File: src/pkg/tcep_map.svh
`ifndef TCEP_MAP_SVH
`define TCEP_MAP_SVH

// register byte offsets, reset value and write mask
`define TCEP_CEP_OFF      8'h20
`define TCEP_STAT_OFF     8'h30
`define TCEP_CEP_RST      8'h00
`define TCEP_CEP_MASK     8'hBF

// field positions inside the enable/polarity word
`define TCEP_CH1_EN_BIT   0
`define TCEP_CH1_POL_BIT  1
`define TCEP_CH1_NEN_BIT  2
`define TCEP_CH1_NPOL_BIT 3
`define TCEP_CH2_EN_BIT   4
`define TCEP_CH2_POL_BIT  5
`define TCEP_CH2_NPOL_BIT 7

// lock level from which polarity bits are frozen
`define TCEP_LOCK_PROT    2'h2
// direction code of an output channel
`define TCEP_DIR_OUT      2'h0

`endif

File: src/pkg/tcep_pkg.sv
package tcep_pkg;

    // one channel's enable and polarity controls
    typedef struct packed {
        logic comp_pol;
        logic comp_en;
        logic pol;
        logic out_en;
    } tcep_chan_ctl_t;

    // break and off-state controls shared by the channels
    typedef struct packed {
        logic main_output_enable;
        logic idle_offstate_select;
        logic run_offstate_select;
    } tcep_brk_t;

    // level and output enable of one pin
    typedef struct packed {
        logic lvl;
        logic oe;
    } tcep_pin_t;

endpackage : tcep_pkg
File: src/hw/tcep_chan_out.sv
`timescale 1ns/1ps
`default_nettype none

module tcep_chan_out (
    input  wire tcep_pkg::tcep_chan_ctl_t ctl,
    input  wire tcep_pkg::tcep_brk_t      brk,
    input  wire logic                     idle_lvl,
    input  wire logic                     comp_idle_lvl,
    input  wire logic                     ref_sig,
    input  wire logic                     is_output,
    output var  tcep_pkg::tcep_pin_t      main_pin,
    output var  tcep_pkg::tcep_pin_t      comp_pin
);

    always_comb begin
        main_pin = '0;
        comp_pin = '0;
        if (!is_output) begin
            main_pin = '0;
            comp_pin = '0;
        end else if (brk.main_output_enable) begin
            // run state: main pin is reference xor polarity, comp pin uses inverted reference when both enabled, or its off state
            if (ctl.out_en) begin
                main_pin.lvl = ref_sig ^ ctl.pol;
                main_pin.oe  = 1'b1;
            end else if (brk.run_offstate_select) begin
                main_pin.lvl = ctl.pol;
                main_pin.oe  = ctl.comp_en;
            end
            if (ctl.comp_en) begin
                comp_pin.lvl = (ctl.out_en ? ~ref_sig : ref_sig) ^ ctl.comp_pol;
                comp_pin.oe  = 1'b1;
            end else if (brk.run_offstate_select) begin
                comp_pin.lvl = ctl.comp_pol;
                comp_pin.oe  = ctl.out_en;
            end
        end else if (brk.idle_offstate_select && (ctl.out_en || ctl.comp_en)) begin
            // idle state: pins held at their idle levels
            main_pin.lvl = idle_lvl;
            main_pin.oe  = 1'b1;
            comp_pin.lvl = comp_idle_lvl;
            comp_pin.oe  = 1'b1;
        end
    end

endmodule : tcep_chan_out

`default_nettype wire

File: src/hw/tcep_top.sv
// How it works
// - ch1 enable gates capture and main output
// - ch1 output polarity: 0 high, 1 low
// - input code 00 rise, 01 fall, 11 both
// - gated/encoder input inverted only for code 01
// - ch1 complementary polarity: 0 high, 1 low
// - comp polarity locked at level 2+ if output
// - main polarity locked at lock level 2+
// - comp enable gates complementary output pin
// - pin levels from enables, off-states, idle levels
// - preload holds ch1 polarity until commutation
// - preload holds ch1 enable until commutation
// - ch2 bits behave like ch1 counterparts, but preload does not hold them
// - direction 00 is output, others input
// - run, main only: reference xor polarity driven
`timescale 1ns/1ps
`default_nettype none
`include "tcep_map.svh"

module tcep_top #(
    parameter int ADDR_W = 8
) (
    input  wire logic              sys_clk,
    input  wire logic              nrst,
    input  wire logic              psel,
    input  wire logic              penable,
    input  wire logic              pwrite,
    input  wire logic [ADDR_W-1:0] paddr,
    input  wire logic [31:0]       pwdata,
    output logic      [31:0]       prdata,
    output logic                   pready,
    output logic                   pslverr,
    input  wire logic [1:0]        lock_level,
    input  wire logic [1:0]        ch1_direction_select,
    input  wire logic [1:0]        ch2_direction_select,
    input  wire logic              control_preload_enable,
    input  wire logic              commutation_event,
    input  wire logic              main_output_enable,
    input  wire logic              idle_offstate_select,
    input  wire logic              run_offstate_select,
    input  wire logic              ch1_idle_level,
    input  wire logic              ch1_comp_idle_level,
    input  wire logic              ch2_idle_level,
    input  wire logic              ch1_reference_signal,
    input  wire logic              ch2_reference_signal,
    input  wire logic              ch1_filtered_input,
    input  wire logic              ch2_filtered_input,
    output logic                   ch1_main_output,
    output logic                   ch1_main_oe,
    output logic                   ch1_comp_output,
    output logic                   ch1_comp_oe,
    output logic                   ch2_main_output,
    output logic                   ch2_main_oe,
    output logic                   ch1_capture_en,
    output logic                   ch2_capture_en,
    output logic                   ch1_edge_rise,
    output logic                   ch1_edge_fall,
    output logic                   ch2_edge_rise,
    output logic                   ch2_edge_fall,
    output logic                   ch1_input_cond,
    output logic                   ch2_input_cond
);

    // ----------------------------------------------------------------
    // helpers
    // ----------------------------------------------------------------
    function automatic logic is_out(input logic [1:0] dir);
        return dir == `TCEP_DIR_OUT;
    endfunction : is_out

    function automatic logic [7:0] pack_word(input tcep_pkg::tcep_chan_ctl_t c1,
                                             input tcep_pkg::tcep_chan_ctl_t c2);
        logic [7:0] w;
        w = '0;
        w[`TCEP_CH1_EN_BIT]   = c1.out_en;
        w[`TCEP_CH1_POL_BIT]  = c1.pol;
        w[`TCEP_CH1_NEN_BIT]  = c1.comp_en;
        w[`TCEP_CH1_NPOL_BIT] = c1.comp_pol;
        w[`TCEP_CH2_EN_BIT]   = c2.out_en;
        w[`TCEP_CH2_POL_BIT]  = c2.pol;
        w[`TCEP_CH2_NPOL_BIT] = c2.comp_pol;
        return w;
    endfunction : pack_word

    // rise/fall sensitivity from the {comp_pol, pol} input code
    function automatic logic [1:0] edge_sel(input tcep_pkg::tcep_chan_ctl_t c);
        return {c.comp_pol | ~c.pol, c.pol};
    endfunction : edge_sel

    // ----------------------------------------------------------------
    // bus decode
    // ----------------------------------------------------------------
    logic       setup_cyc;
    logic       wr_cyc;
    logic       hit_cep;
    logic       hit_stat;
    logic       prot1;
    logic       prot_n1;
    logic       prot_n2;
    logic [7:0] wr_word;
    logic [7:0] cep_q;

    assign setup_cyc = psel && !penable;
    assign wr_cyc    = psel && penable && pready && pwrite;
    assign hit_cep   = paddr == ADDR_W'(`TCEP_CEP_OFF);
    assign hit_stat  = paddr == ADDR_W'(`TCEP_STAT_OFF);
    assign prot1     = lock_level >= `TCEP_LOCK_PROT;
    assign prot_n1   = prot1 && is_out(ch1_direction_select);
    assign prot_n2   = prot1 && is_out(ch2_direction_select);

    // locked polarity bits keep their value, reserved bits drop
    always_comb begin
        wr_word = pwdata[7:0] & `TCEP_CEP_MASK;
        if (prot1) begin
            wr_word[`TCEP_CH1_POL_BIT] = cep_q[`TCEP_CH1_POL_BIT];
            wr_word[`TCEP_CH2_POL_BIT] = cep_q[`TCEP_CH2_POL_BIT];
        end
        if (prot_n1) begin
            wr_word[`TCEP_CH1_NPOL_BIT] = cep_q[`TCEP_CH1_NPOL_BIT];
        end
        if (prot_n2) begin
            wr_word[`TCEP_CH2_NPOL_BIT] = cep_q[`TCEP_CH2_NPOL_BIT];
        end
    end

    // ----------------------------------------------------------------
    // written (shadow) register
    // ----------------------------------------------------------------
    // word as written by software, locked bits already merged

    always_ff @(posedge sys_clk or negedge nrst) begin
        if (!nrst) begin
            cep_q <= `TCEP_CEP_RST;
        end else if (wr_cyc && hit_cep) begin
            cep_q <= wr_word;
        end
    end

    tcep_pkg::tcep_chan_ctl_t ch1_shd;
    tcep_pkg::tcep_chan_ctl_t ch2_shd;

    assign ch1_shd = {cep_q[`TCEP_CH1_NPOL_BIT], cep_q[`TCEP_CH1_NEN_BIT],
                      cep_q[`TCEP_CH1_POL_BIT], cep_q[`TCEP_CH1_EN_BIT]};
    assign ch2_shd = {cep_q[`TCEP_CH2_NPOL_BIT], 1'b0,
                      cep_q[`TCEP_CH2_POL_BIT], cep_q[`TCEP_CH2_EN_BIT]};

    // ----------------------------------------------------------------
    // effective controls
    // ----------------------------------------------------------------
    tcep_pkg::tcep_chan_ctl_t ch1_eff_q;
    tcep_pkg::tcep_chan_ctl_t ch2_eff_q;

    // ch1 is the complementary channel: with preload it moves on commutation
    always_ff @(posedge sys_clk or negedge nrst) begin
        if (!nrst) begin
            ch1_eff_q <= '0;
        end else if (!control_preload_enable || commutation_event) begin
            ch1_eff_q <= ch1_shd;
        end
    end

    always_ff @(posedge sys_clk or negedge nrst) begin
        if (!nrst) begin
            ch2_eff_q <= '0;
        end else begin
            ch2_eff_q <= ch2_shd;
        end
    end

    // ----------------------------------------------------------------
    // output stage
    // ----------------------------------------------------------------
    tcep_pkg::tcep_brk_t brk;
    tcep_pkg::tcep_pin_t ch1_main_d;
    tcep_pkg::tcep_pin_t ch1_comp_d;
    tcep_pkg::tcep_pin_t ch2_main_d;
    logic                ch1_is_out;
    logic                ch2_is_out;

    assign brk        = {main_output_enable, idle_offstate_select, run_offstate_select};
    assign ch1_is_out = is_out(ch1_direction_select);
    assign ch2_is_out = is_out(ch2_direction_select);

    tcep_chan_out u_ch1_out (
        .ctl           (ch1_eff_q),
        .brk           (brk),
        .idle_lvl      (ch1_idle_level),
        .comp_idle_lvl (ch1_comp_idle_level),
        .ref_sig       (ch1_reference_signal),
        .is_output     (ch1_is_out),
        .main_pin      (ch1_main_d),
        .comp_pin      (ch1_comp_d)
    );

    tcep_chan_out u_ch2_out (
        .ctl           (ch2_eff_q),
        .brk           (brk),
        .idle_lvl      (ch2_idle_level),
        .comp_idle_lvl (1'b0),
        .ref_sig       (ch2_reference_signal),
        .is_output     (ch2_is_out),
        .main_pin      (ch2_main_d),
        .comp_pin      ()
    );

    // pin levels and enables, one flop stage
    always_ff @(posedge sys_clk or negedge nrst) begin
        if (!nrst) begin
            ch1_main_output <= 1'b0;
            ch1_main_oe     <= 1'b0;
            ch1_comp_output <= 1'b0;
            ch1_comp_oe     <= 1'b0;
            ch2_main_output <= 1'b0;
            ch2_main_oe     <= 1'b0;
        end else begin
            ch1_main_output <= ch1_main_d.lvl;
            ch1_main_oe     <= ch1_main_d.oe;
            ch1_comp_output <= ch1_comp_d.lvl;
            ch1_comp_oe     <= ch1_comp_d.oe;
            ch2_main_output <= ch2_main_d.lvl;
            ch2_main_oe     <= ch2_main_d.oe;
        end
    end

    // ----------------------------------------------------------------
    // input stage
    // ----------------------------------------------------------------
    always_ff @(posedge sys_clk or negedge nrst) begin
        if (!nrst) begin
            ch1_capture_en <= 1'b0;
            ch2_capture_en <= 1'b0;
            ch1_edge_rise  <= 1'b0;
            ch1_edge_fall  <= 1'b0;
            ch2_edge_rise  <= 1'b0;
            ch2_edge_fall  <= 1'b0;
            ch1_input_cond <= 1'b0;
            ch2_input_cond <= 1'b0;
        end else begin
            ch1_capture_en <= !ch1_is_out && ch1_eff_q.out_en;
            ch2_capture_en <= !ch2_is_out && ch2_eff_q.out_en;
            {ch1_edge_rise, ch1_edge_fall} <= edge_sel(ch1_eff_q);
            {ch2_edge_rise, ch2_edge_fall} <= edge_sel(ch2_eff_q);
            // code 10 is never written by software, so it is not decoded apart
            ch1_input_cond <= ch1_filtered_input ^
                              (ch1_eff_q.pol & ~ch1_eff_q.comp_pol);
            ch2_input_cond <= ch2_filtered_input ^
                              (ch2_eff_q.pol & ~ch2_eff_q.comp_pol);
        end
    end

    // ----------------------------------------------------------------
    // bus answer: captured in setup, shown in the access cycle
    // ----------------------------------------------------------------
    always_ff @(posedge sys_clk or negedge nrst) begin
        if (!nrst) begin
            pready  <= 1'b0;
            pslverr <= 1'b0;
            prdata  <= 32'h0000_0000;
        end else if (setup_cyc) begin
            pready  <= 1'b1;
            pslverr <= !(hit_cep || hit_stat);
            if (hit_cep) begin
                prdata <= {24'h00_0000, cep_q};
            end else if (hit_stat) begin
                prdata <= {24'h00_0000, pack_word(ch1_eff_q, ch2_eff_q)};
            end else begin
                prdata <= 32'h0000_0000;
            end
        end else begin
            pready  <= 1'b0;
            pslverr <= 1'b0;
        end
    end
endmodule : tcep_top

`default_nettype wire

File: config.mk
export PLATFORM = sky130hd
export DESIGN_NAME = tcep_top
export DESIGN_NICKNAME = d
export VERILOG_FILES = /design/src/pkg/tcep_pkg.sv /design/src/hw/tcep_chan_out.sv /design/src/hw/tcep_top.sv
export VERILOG_INCLUDE_DIRS = /design/src /design/src/pkg
export SDC_FILE = /design/constraint.sdc
export NUM_CORES = 1
export LEC_CHECK = 0
export BUFFER_PORTS_ARGS = -buffer_cell sky130_fd_sc_hd__buf_2
export CORE_MARGIN = 10
export CORE_UTILIZATION = 44
export CTS_BUF_LIST = sky130_fd_sc_hd__clkbuf_4
export DETAILED_ROUTE_END_ITERATION = 10
export MAX_ROUTING_LAYER = met4
export PLACE_DENSITY = 0.84
export SLEW_MARGIN = 20
export SYNTH_ARGS = -nofsm -noshare
export SYNTH_HDL_FRONTEND = slang
export SYNTH_SLANG_ARGS = --single-unit
File: constraint.sdc
create_clock -name sys_clk -period 1.4 [get_ports sys_clk]
set_input_delay 0.35 -clock sys_clk [delete_from_list [all_inputs] [get_ports sys_clk]]
set_output_delay 0.35 -clock sys_clk [all_outputs]
set_load 0.005 [all_outputs]
==> qor.txt, run 1 <==
run status: complete, no violations
CTS H-tree depth: 2
count leader, synth: sky130_fd_sc_hd__dfrtp_1
WS Path Type: reg2reg
final weighted congestion in routability-driven placement: 0.764
CP bufs+invs: 0
number of buffers on the longest clock path: 2
netlist area before placement: 1740 um^2
max-cap check violation count: 0
placeable core region: 3740 um^2
type of the most critical hold path: in2reg
post-detail-place hpwl: 3240 um
area share of the leading cell type in the synthesized netlist: 0.532
Via density: 4.53
Starting Density: 0.465
capturing element type of the critical path: register
Post-DRT Antenna Nets: 0
peak supply drop: 0.000406 V
cell class contributing the biggest share of worst-path delay: simple AND/OR/NAND/NOR gates
antenna violations before repair: 0
clock tree from TritonCTS: yes
Buffers on Ports: 59
number of diodes: 0
Synth Area in Compound Gates: 0.0948
Required @ worst endpoint: 1.64 ns
post-route core utilization: 0.573
unrepaired setup endpoints after global routing: no
share of synthesized cell area in full adder, half adder and majority cells: 0
proportion of synthesized area in mux cells: 0.0984
synth top area cells: sky130_fd_sc_hd__dfrtp_1 (53%), sky130_fd_sc_hd__buf_4 (11%), sky130_fd_sc_hd__mux2_2 (4.5%), sky130_fd_sc_hd__mux2i_1 (4.0%), sky130_fd_sc_hd__nand2_1 (3.2%)
clock-pin slew on the worst setup and hold paths: 0.12 ns
number of detailed-routing iterations run before antenna repair: 4
Inserted Clock Buffers: 5
slew at the pin with the worst max-slew slack: 0.593 ns
flip-flop and latch count after synthesis: 37
final count of pins violating max slew: 0
number of enable-type register cells in the synthesized netlist: 0
slowest stage cell on the critical path: sky130_fd_sc_hd__dfrtp_1
Reg2Reg Launch Point: pready
Final nets: 282
depth of the worst hold-timing path: 2
wire length of the first global-routing pass: 6510 um
number of different library cells in the post-synthesis netlist: 30
area added between synthesis and finish: 23.1%
die height: 82.9 um
reg-to-reg endpoint: cep_q[3]
overall overflow remaining after global route: 0
post-synthesis simple-gate area fraction: 0.124
FFs w/ async S/R, synth: 1.00
total DRC errors in the routed layout: 0
final hold violation count: 0
critical-path cell list: and4b_1 > nand4_4 > a21oi_2 > mux2_1
mean post-synth cell area: 11.5 um^2
final routed wire length divided by cell count: 14.7 um
vias in the first global route: 1313
Max FO, Critical Path: 5
Total Die Area: 6870 um^2
Worst EP arrival: 1.60 ns
Final setup violation count: 0
worst slew slack as a fraction of its limit: 0.605
hold-critical path endpoint: ch2_main_oe
biggest cell delay along the critical path: 0.35 ns
dominant combinational cell family by area after synthesis: buffers and inverters
clk root buf: sky130_fd_sc_hd__clkbuf_4
library cell with the largest summed area after synthesis: sky130_fd_sc_hd__dfrtp_1
timing startpoint of the critical path: pready
Yosys warning count: 0
clk_lat worst skew: 0.35 ns
Worst Clk Skew: 0.0118 ns
Leak Pwr: 1.16 nW
FF-to-FF setup slack: 0.04 ns
share of the clock period used by the worst path: 0.973
share of cells above drive strength 1: 0.395
Core Rows: 22
routed wire length: 3950 um
count of mapped cells out of synthesis: 152
die outline width: 82.9 um
# IOs: 111
top cells by count, synth: sky130_fd_sc_hd__dfrtp_1 (37), sky130_fd_sc_hd__buf_4 (25), sky130_fd_sc_hd__nand2_1 (15)
worst reg2reg path depth: 4
hold path startpoint: ch2_direction_select[0]
upper clock frequency limit: 734 MHz
startpoint type of the worst setup path: register
Global Route Usage Sum: 0.117
shortest clock period the worst path allows after layout: 1.36 ns
Starting DRT DRC Count: 57
share of the synthesized netlist area taken by xor and xnor gates: 0.0201
most used flip-flop cell after synthesis: sky130_fd_sc_hd__dfrtp_1
Seq/Total Area, Yosys: 0.532
buffers inserted by post-CTS timing repair: 0
cell area power density: 1010 nW/um^2
total number of vias: 1215
pin count of the biggest net entering global routing: 24
number of clock sinks: 37
sum of internal, switching and leakage power: 0.00216 W
==> kinds of logic (layout without fill, tap and decap cells) <==
group	Yosys count	in the layout
AOI/OAI and AO/OA	25	25
xor gates and xnor gates	4	4
buffers and inverters	33	77
DFF	37	37
muxes	16	16
other	1	25
and+or+nand+nor	36	36
==> state kept, by name (all words and copies together), names as in the netlist, 3 cells and up <==
signal	cells
ch1_eff_q	4
prdata	7
ch2_eff_q	3
cep_q	7
==> cells in the final DEF, fill, tap and decap left out <==
master and instances:
sky130_fd_sc_hd__a31oi_1 2, sky130_fd_sc_hd__bufinv_16 2, sky130_fd_sc_hd__buf_4 5, sky130_fd_sc_hd__and4b_1 1
sky130_fd_sc_hd__nand2_1 15, sky130_fd_sc_hd__o21a_1 1, sky130_fd_sc_hd__nand2b_1 5, sky130_fd_sc_hd__xnor2_1 4
sky130_fd_sc_hd__dfrtp_1 36, sky130_fd_sc_hd__nor4b_4 1, sky130_fd_sc_hd__dfrtp_2 1, sky130_fd_sc_hd__conb_1 25
sky130_fd_sc_hd__nor2_1 7, sky130_fd_sc_hd__nor3_1 2, sky130_fd_sc_hd__mux2_2 7, sky130_fd_sc_hd__o31ai_1 7
sky130_fd_sc_hd__a21boi_0 1, sky130_fd_sc_hd__nor2_4 1, sky130_fd_sc_hd__nand4_4 1, sky130_fd_sc_hd__a211oi_1 1
sky130_fd_sc_hd__o211a_1 1, sky130_fd_sc_hd__nor3_2 1, sky130_fd_sc_hd__o21ai_0 7, sky130_fd_sc_hd__a21oi_2 2
sky130_fd_sc_hd__buf_2 59, sky130_fd_sc_hd__mux2_1 2, sky130_fd_sc_hd__mux2i_1 7, sky130_fd_sc_hd__clkbuf_4 5
sky130_fd_sc_hd__inv_1 3, sky130_fd_sc_hd__clkinv_2 1, sky130_fd_sc_hd__nand4b_1 1, sky130_fd_sc_hd__dlygate4sd3_1 1
sky130_fd_sc_hd__nor2b_1 1, sky130_fd_sc_hd__buf_12 1, sky130_fd_sc_hd__a21oi_1 3
==> final cells by class <==
type / instances / area [um^2]
fillers: 356 / 1600
flip-flops and latches: 37 / 927
multi-input cells: 106 / 681
repair buffers: 66 / 363
clock inverters: 3 / 65.1
well taps: 48 / 60.1
clock buffers: 5 / 37.5
inverters: 3 / 11.3
==> worst max-delay path by stage <==
stage	to	slack, ns	cells after the start
global placement	cep_q[3]	-0.26	5
floorplan	cep_q[3]	-0.07	4
detailed placement	cep_q[3]	-0.30	5
global route	cep_q[3]	0.0008	4
CTS	cep_q[3]	0.02	4
finish	cep_q[3]	0.04	4
==> power by group <==
| group | switching [W] | internal, W | leakage, nW |
|---|---|---|---|
| combinational | 0.000100 | 0.0000735 | 0.603 |
| sequential | 0.00000368 | 0.00108 | 0.497 |
| clock | 0.000356 | 0.000553 | 0.0552 |
| total | 0.000459 | 0.00170 | 1.16 |
==> routing by layer <==
metal | track usage | wire length [um]
met5 | - | 0
met2 | 0.179 | 1850
met3 | 0.0615 | 367
met1 | 0.131 | 1690
met4 | 0.0323 | 42
==> per-stage QoR <==
step	hold WS, ns	setup WS, ns	cells	cell area, um^2	setup TNS (ns)
after floorplan	0.0544	-0.0723	176	1840	-0.271
after global placement	0.266	-0.255	259	2030	-2.22
after detailed placement	0.273	-0.303	259	2030	-2.96
after CTS	0.136	0.0176	268	2140	0
after global routing	0.139	0.000760	268	2140	0
final	0.151	0.0372	268	2140	0
==> what timing repair did <==
| action | CTS | global route |
|---|---|---|
| hold buffers | 1 | 0 |
| hold endpoints to repair | 14 | 0 |
| resized for setup | 0 | 1 |
| endpoints found under the setup margin | 0 | 2 |
No activity file was read; power rests on OpenSTA's default activity.
==> run 2: changes to the inputs <==
--- a/config.mk
+++ b/config.mk
@@ -11,7 +11,7 @@
 export CORE_UTILIZATION = 44
 export CTS_BUF_LIST = sky130_fd_sc_hd__clkbuf_4
 export DETAILED_ROUTE_END_ITERATION = 10
-export MAX_ROUTING_LAYER = met4
+export GPL_TIMING_DRIVEN = 0
 export PLACE_DENSITY = 0.84
 export SLEW_MARGIN = 20
 export SYNTH_ARGS = -nofsm -noshare
==> qor.txt, run 2 (synthesized netlist as in run 1, its figures left out) <==
Starting Density: 0.465 (unchanged)
Post-DRT Antenna Nets: 0 (unchanged)
multi-input combinational cell area: 681 um^2 (unchanged)
biggest cell delay along the critical path: 0.35 ns (about the same)
Core Rows: 22 (unchanged)
Worst Clk Skew: 0.0123 ns (+0.000481 ns)
Required @ worst endpoint: 1.64 ns (about the same)
fin cells: 290 (+8.2%)
routed wire length: 4030 um (+2.0%)
final hold violation count: 0 (unchanged)
Max FO, Critical Path: 5 (unchanged)
Inserted Clock Buffers: 5 (unchanged)
share of the clock period used by the worst path: 0.962 (-0.0112)
startpoint type of the worst setup path: register
cell count after placement: 281 (+8.5%)
vias in the first global route: 1428 (+8.8%)
pin count of the biggest net entering global routing: 38 (+58%)
WS Path Type: reg2reg
upper clock frequency limit: 742 MHz (+1.2%)
shortest clock period the worst path allows after layout: 1.35 ns (-0.0157 ns)
Starting DRT DRC Count: 56 (-1.8%)
Via density: 4.44 (-2.0%)
area taken by flip-flops and latches: 926 um^2 (-0.13%)
Final nets: 304 (+7.8%)
Total Die Area: 6870 um^2 (unchanged)
Worst EP arrival: 1.58 ns (-0.02 ns)
area added between synthesis and finish: 30.4%
critical-path cell list: and4b_1 > nand4_4 > a21oi_2 > mux2_1
worst slew slack as a fraction of its limit: 0.465 (-0.140)
most common cell after layout, fill and taps aside: sky130_fd_sc_hd__buf_2
clock tree from TritonCTS: yes
capturing element type of the critical path: register
die height: 82.9 um (unchanged)
cell area power density: 891 nW/um^2 (-12%)
clock-pin slew on the worst setup and hold paths: 0.12 ns (about the same)
final weighted congestion in routability-driven placement: 0.753 (-1.4%)
run status: complete, no violations
Regs by FF count: cep_q (7), prdata (7), ch1_eff_q (4)
max-cap check violation count: 0 (unchanged)
wire length of the first global-routing pass: 6750 um (+3.7%)
number of detailed-routing iterations run before antenna repair: 4 (unchanged)
type of the most critical hold path: in2async
# IOs: 111 (unchanged)
post-detail-place hpwl: 3320 um (+2.4%)
Leak Pwr: 1.25 nW (+8.3%)
total DRC errors in the routed layout: 0 (unchanged)
clk_lat worst skew: 0.35 ns (about the same)
peak supply drop: 0.000349 V (-14%)
antenna violations before repair: 0 (unchanged)
final-layout fill cell count: 345 (-3.1%)
post-route core utilization: 0.607 (+0.0338)
unrepaired setup endpoints after global routing: no
share of cells above drive strength 1: 0.434 (+0.0384)
final routed wire length divided by cell count: 13.9 um (-5.7%)
# resized after CTS: 0 (unchanged)
number of clock sinks: 37 (unchanged)
clk root buf: sky130_fd_sc_hd__clkbuf_4
number of diodes: 0 (unchanged)
slowest stage cell on the critical path: sky130_fd_sc_hd__dfrtp_1
number of buffers on the longest clock path: 2 (unchanged)
CTS H-tree depth: 2 (unchanged)
Global Route Usage Sum: 0.119 (+0.00224)
Final setup violation count: 0 (unchanged)
most frequent cells in the layout: sky130_fd_sc_hd__buf_2 (57), sky130_fd_sc_hd__dfrtp_1 (37), sky130_fd_sc_hd__buf_4 (27)
Hold Buf Count CTS: 0 (-1)
die outline width: 82.9 um (unchanged)
overall overflow remaining after global route: 0 (unchanged)
total number of vias: 1288 (+6.0%)
Buffers on Ports: 57 (-3.4%)
final count of pins violating max slew: 0 (unchanged)
placeable core region: 3740 um^2 (unchanged)
slew at the pin with the worst max-slew slack: 0.802 ns (+0.210 ns)
-- run 2: path summary, 6_finish.rpt --
check | startpoint | endpoint | slack (ns) | cells past startpoint
setup reg to reg | pready | cep_q[3] | 0.05 | 4
min in group sys_clk | ch2_direction_select[0] | ch2_main_oe | 0.15 | 2
setup / recovery | pready | cep_q[3] | 0.05 | 4
hold / removal | nrst | ch2_input_cond | 0.07 | 1
max in group asynchronous | nrst | ch1_eff_q[2] | 0.81 | 1
hold reg to reg | cep_q[7] | ch2_eff_q[3] | 0.41 | 0
-- run 2: area by class of cell --
cell class / count / share of cell area
Buffer: 29 / 0.0942
Tap cell: 48 / 0.0264
Sequential cell: 37 / 0.408
Clock inverter: 3 / 0.0182
Timing Repair Buffer: 59 / 0.132
Clock buffer: 5 / 0.0165
Inverter: 3 / 0.00496
Multi-Input combinational cell: 106 / 0.300
-- run 2: worst max-delay path: cells and delay by family (launching register included) --
family,cells,cell delay (ns)
simple gates,2,0.39
flops,1,0.35
compound gates,1,0.17
mux,1,0.33
-- run 2: timing repair --
item,in CTS,in global routing
buffers inserted,2,0
endpoints found under the hold margin,0,0
endpoints found under the setup margin,2,0
-- run 2: per-stage QoR --
stage / TNS, ns / setup WS [ns] / instance area (um^2) / hold slack, ns / total power, W
6_report: 0 / 0.0529 / 2270 / 0.0701 / 0.00202
5_1_grt: 0 / 0.00395 / 2270 / 0.108 / 0.00212
4_1_cts: 0 / 0.0412 / 2270 / 0.0865 / 0.00205
3_5_place_dp: -2.49 / -0.350 / 2180 / 0.381 / 0.00132
3_3_place_gp: -1.98 / -0.320 / 2180 / 0.376 / 0.00131
2_1_floorplan: -0.271 / -0.0723 / 1840 / 0.0544 / 0.00122
-- run 2: where the power goes --
group | internal [W] | total, W | leakage (nW) | switching, W
clock | 0.000370 | 0.000722 | 0.0389 | 0.000353
sequential | 0.00108 | 0.00108 | 0.499 | 0.00000366
combinational | 0.000110 | 0.000218 | 0.714 | 0.000108
total | 0.00156 | 0.00202 | 1.25 | 0.000465
-- run 2: routing by layer --
metal | GRT usage | share of wire | vias up
met5 | 0 | 0 | -
li1 | - | - | 646
met1 | 0.129 | 0.39 | 580
met4 | 0.0277 | 0.0057 | 0
met2 | 0.187 | 0.48 | 59
met3 | 0.0820 | 0.12 | 3
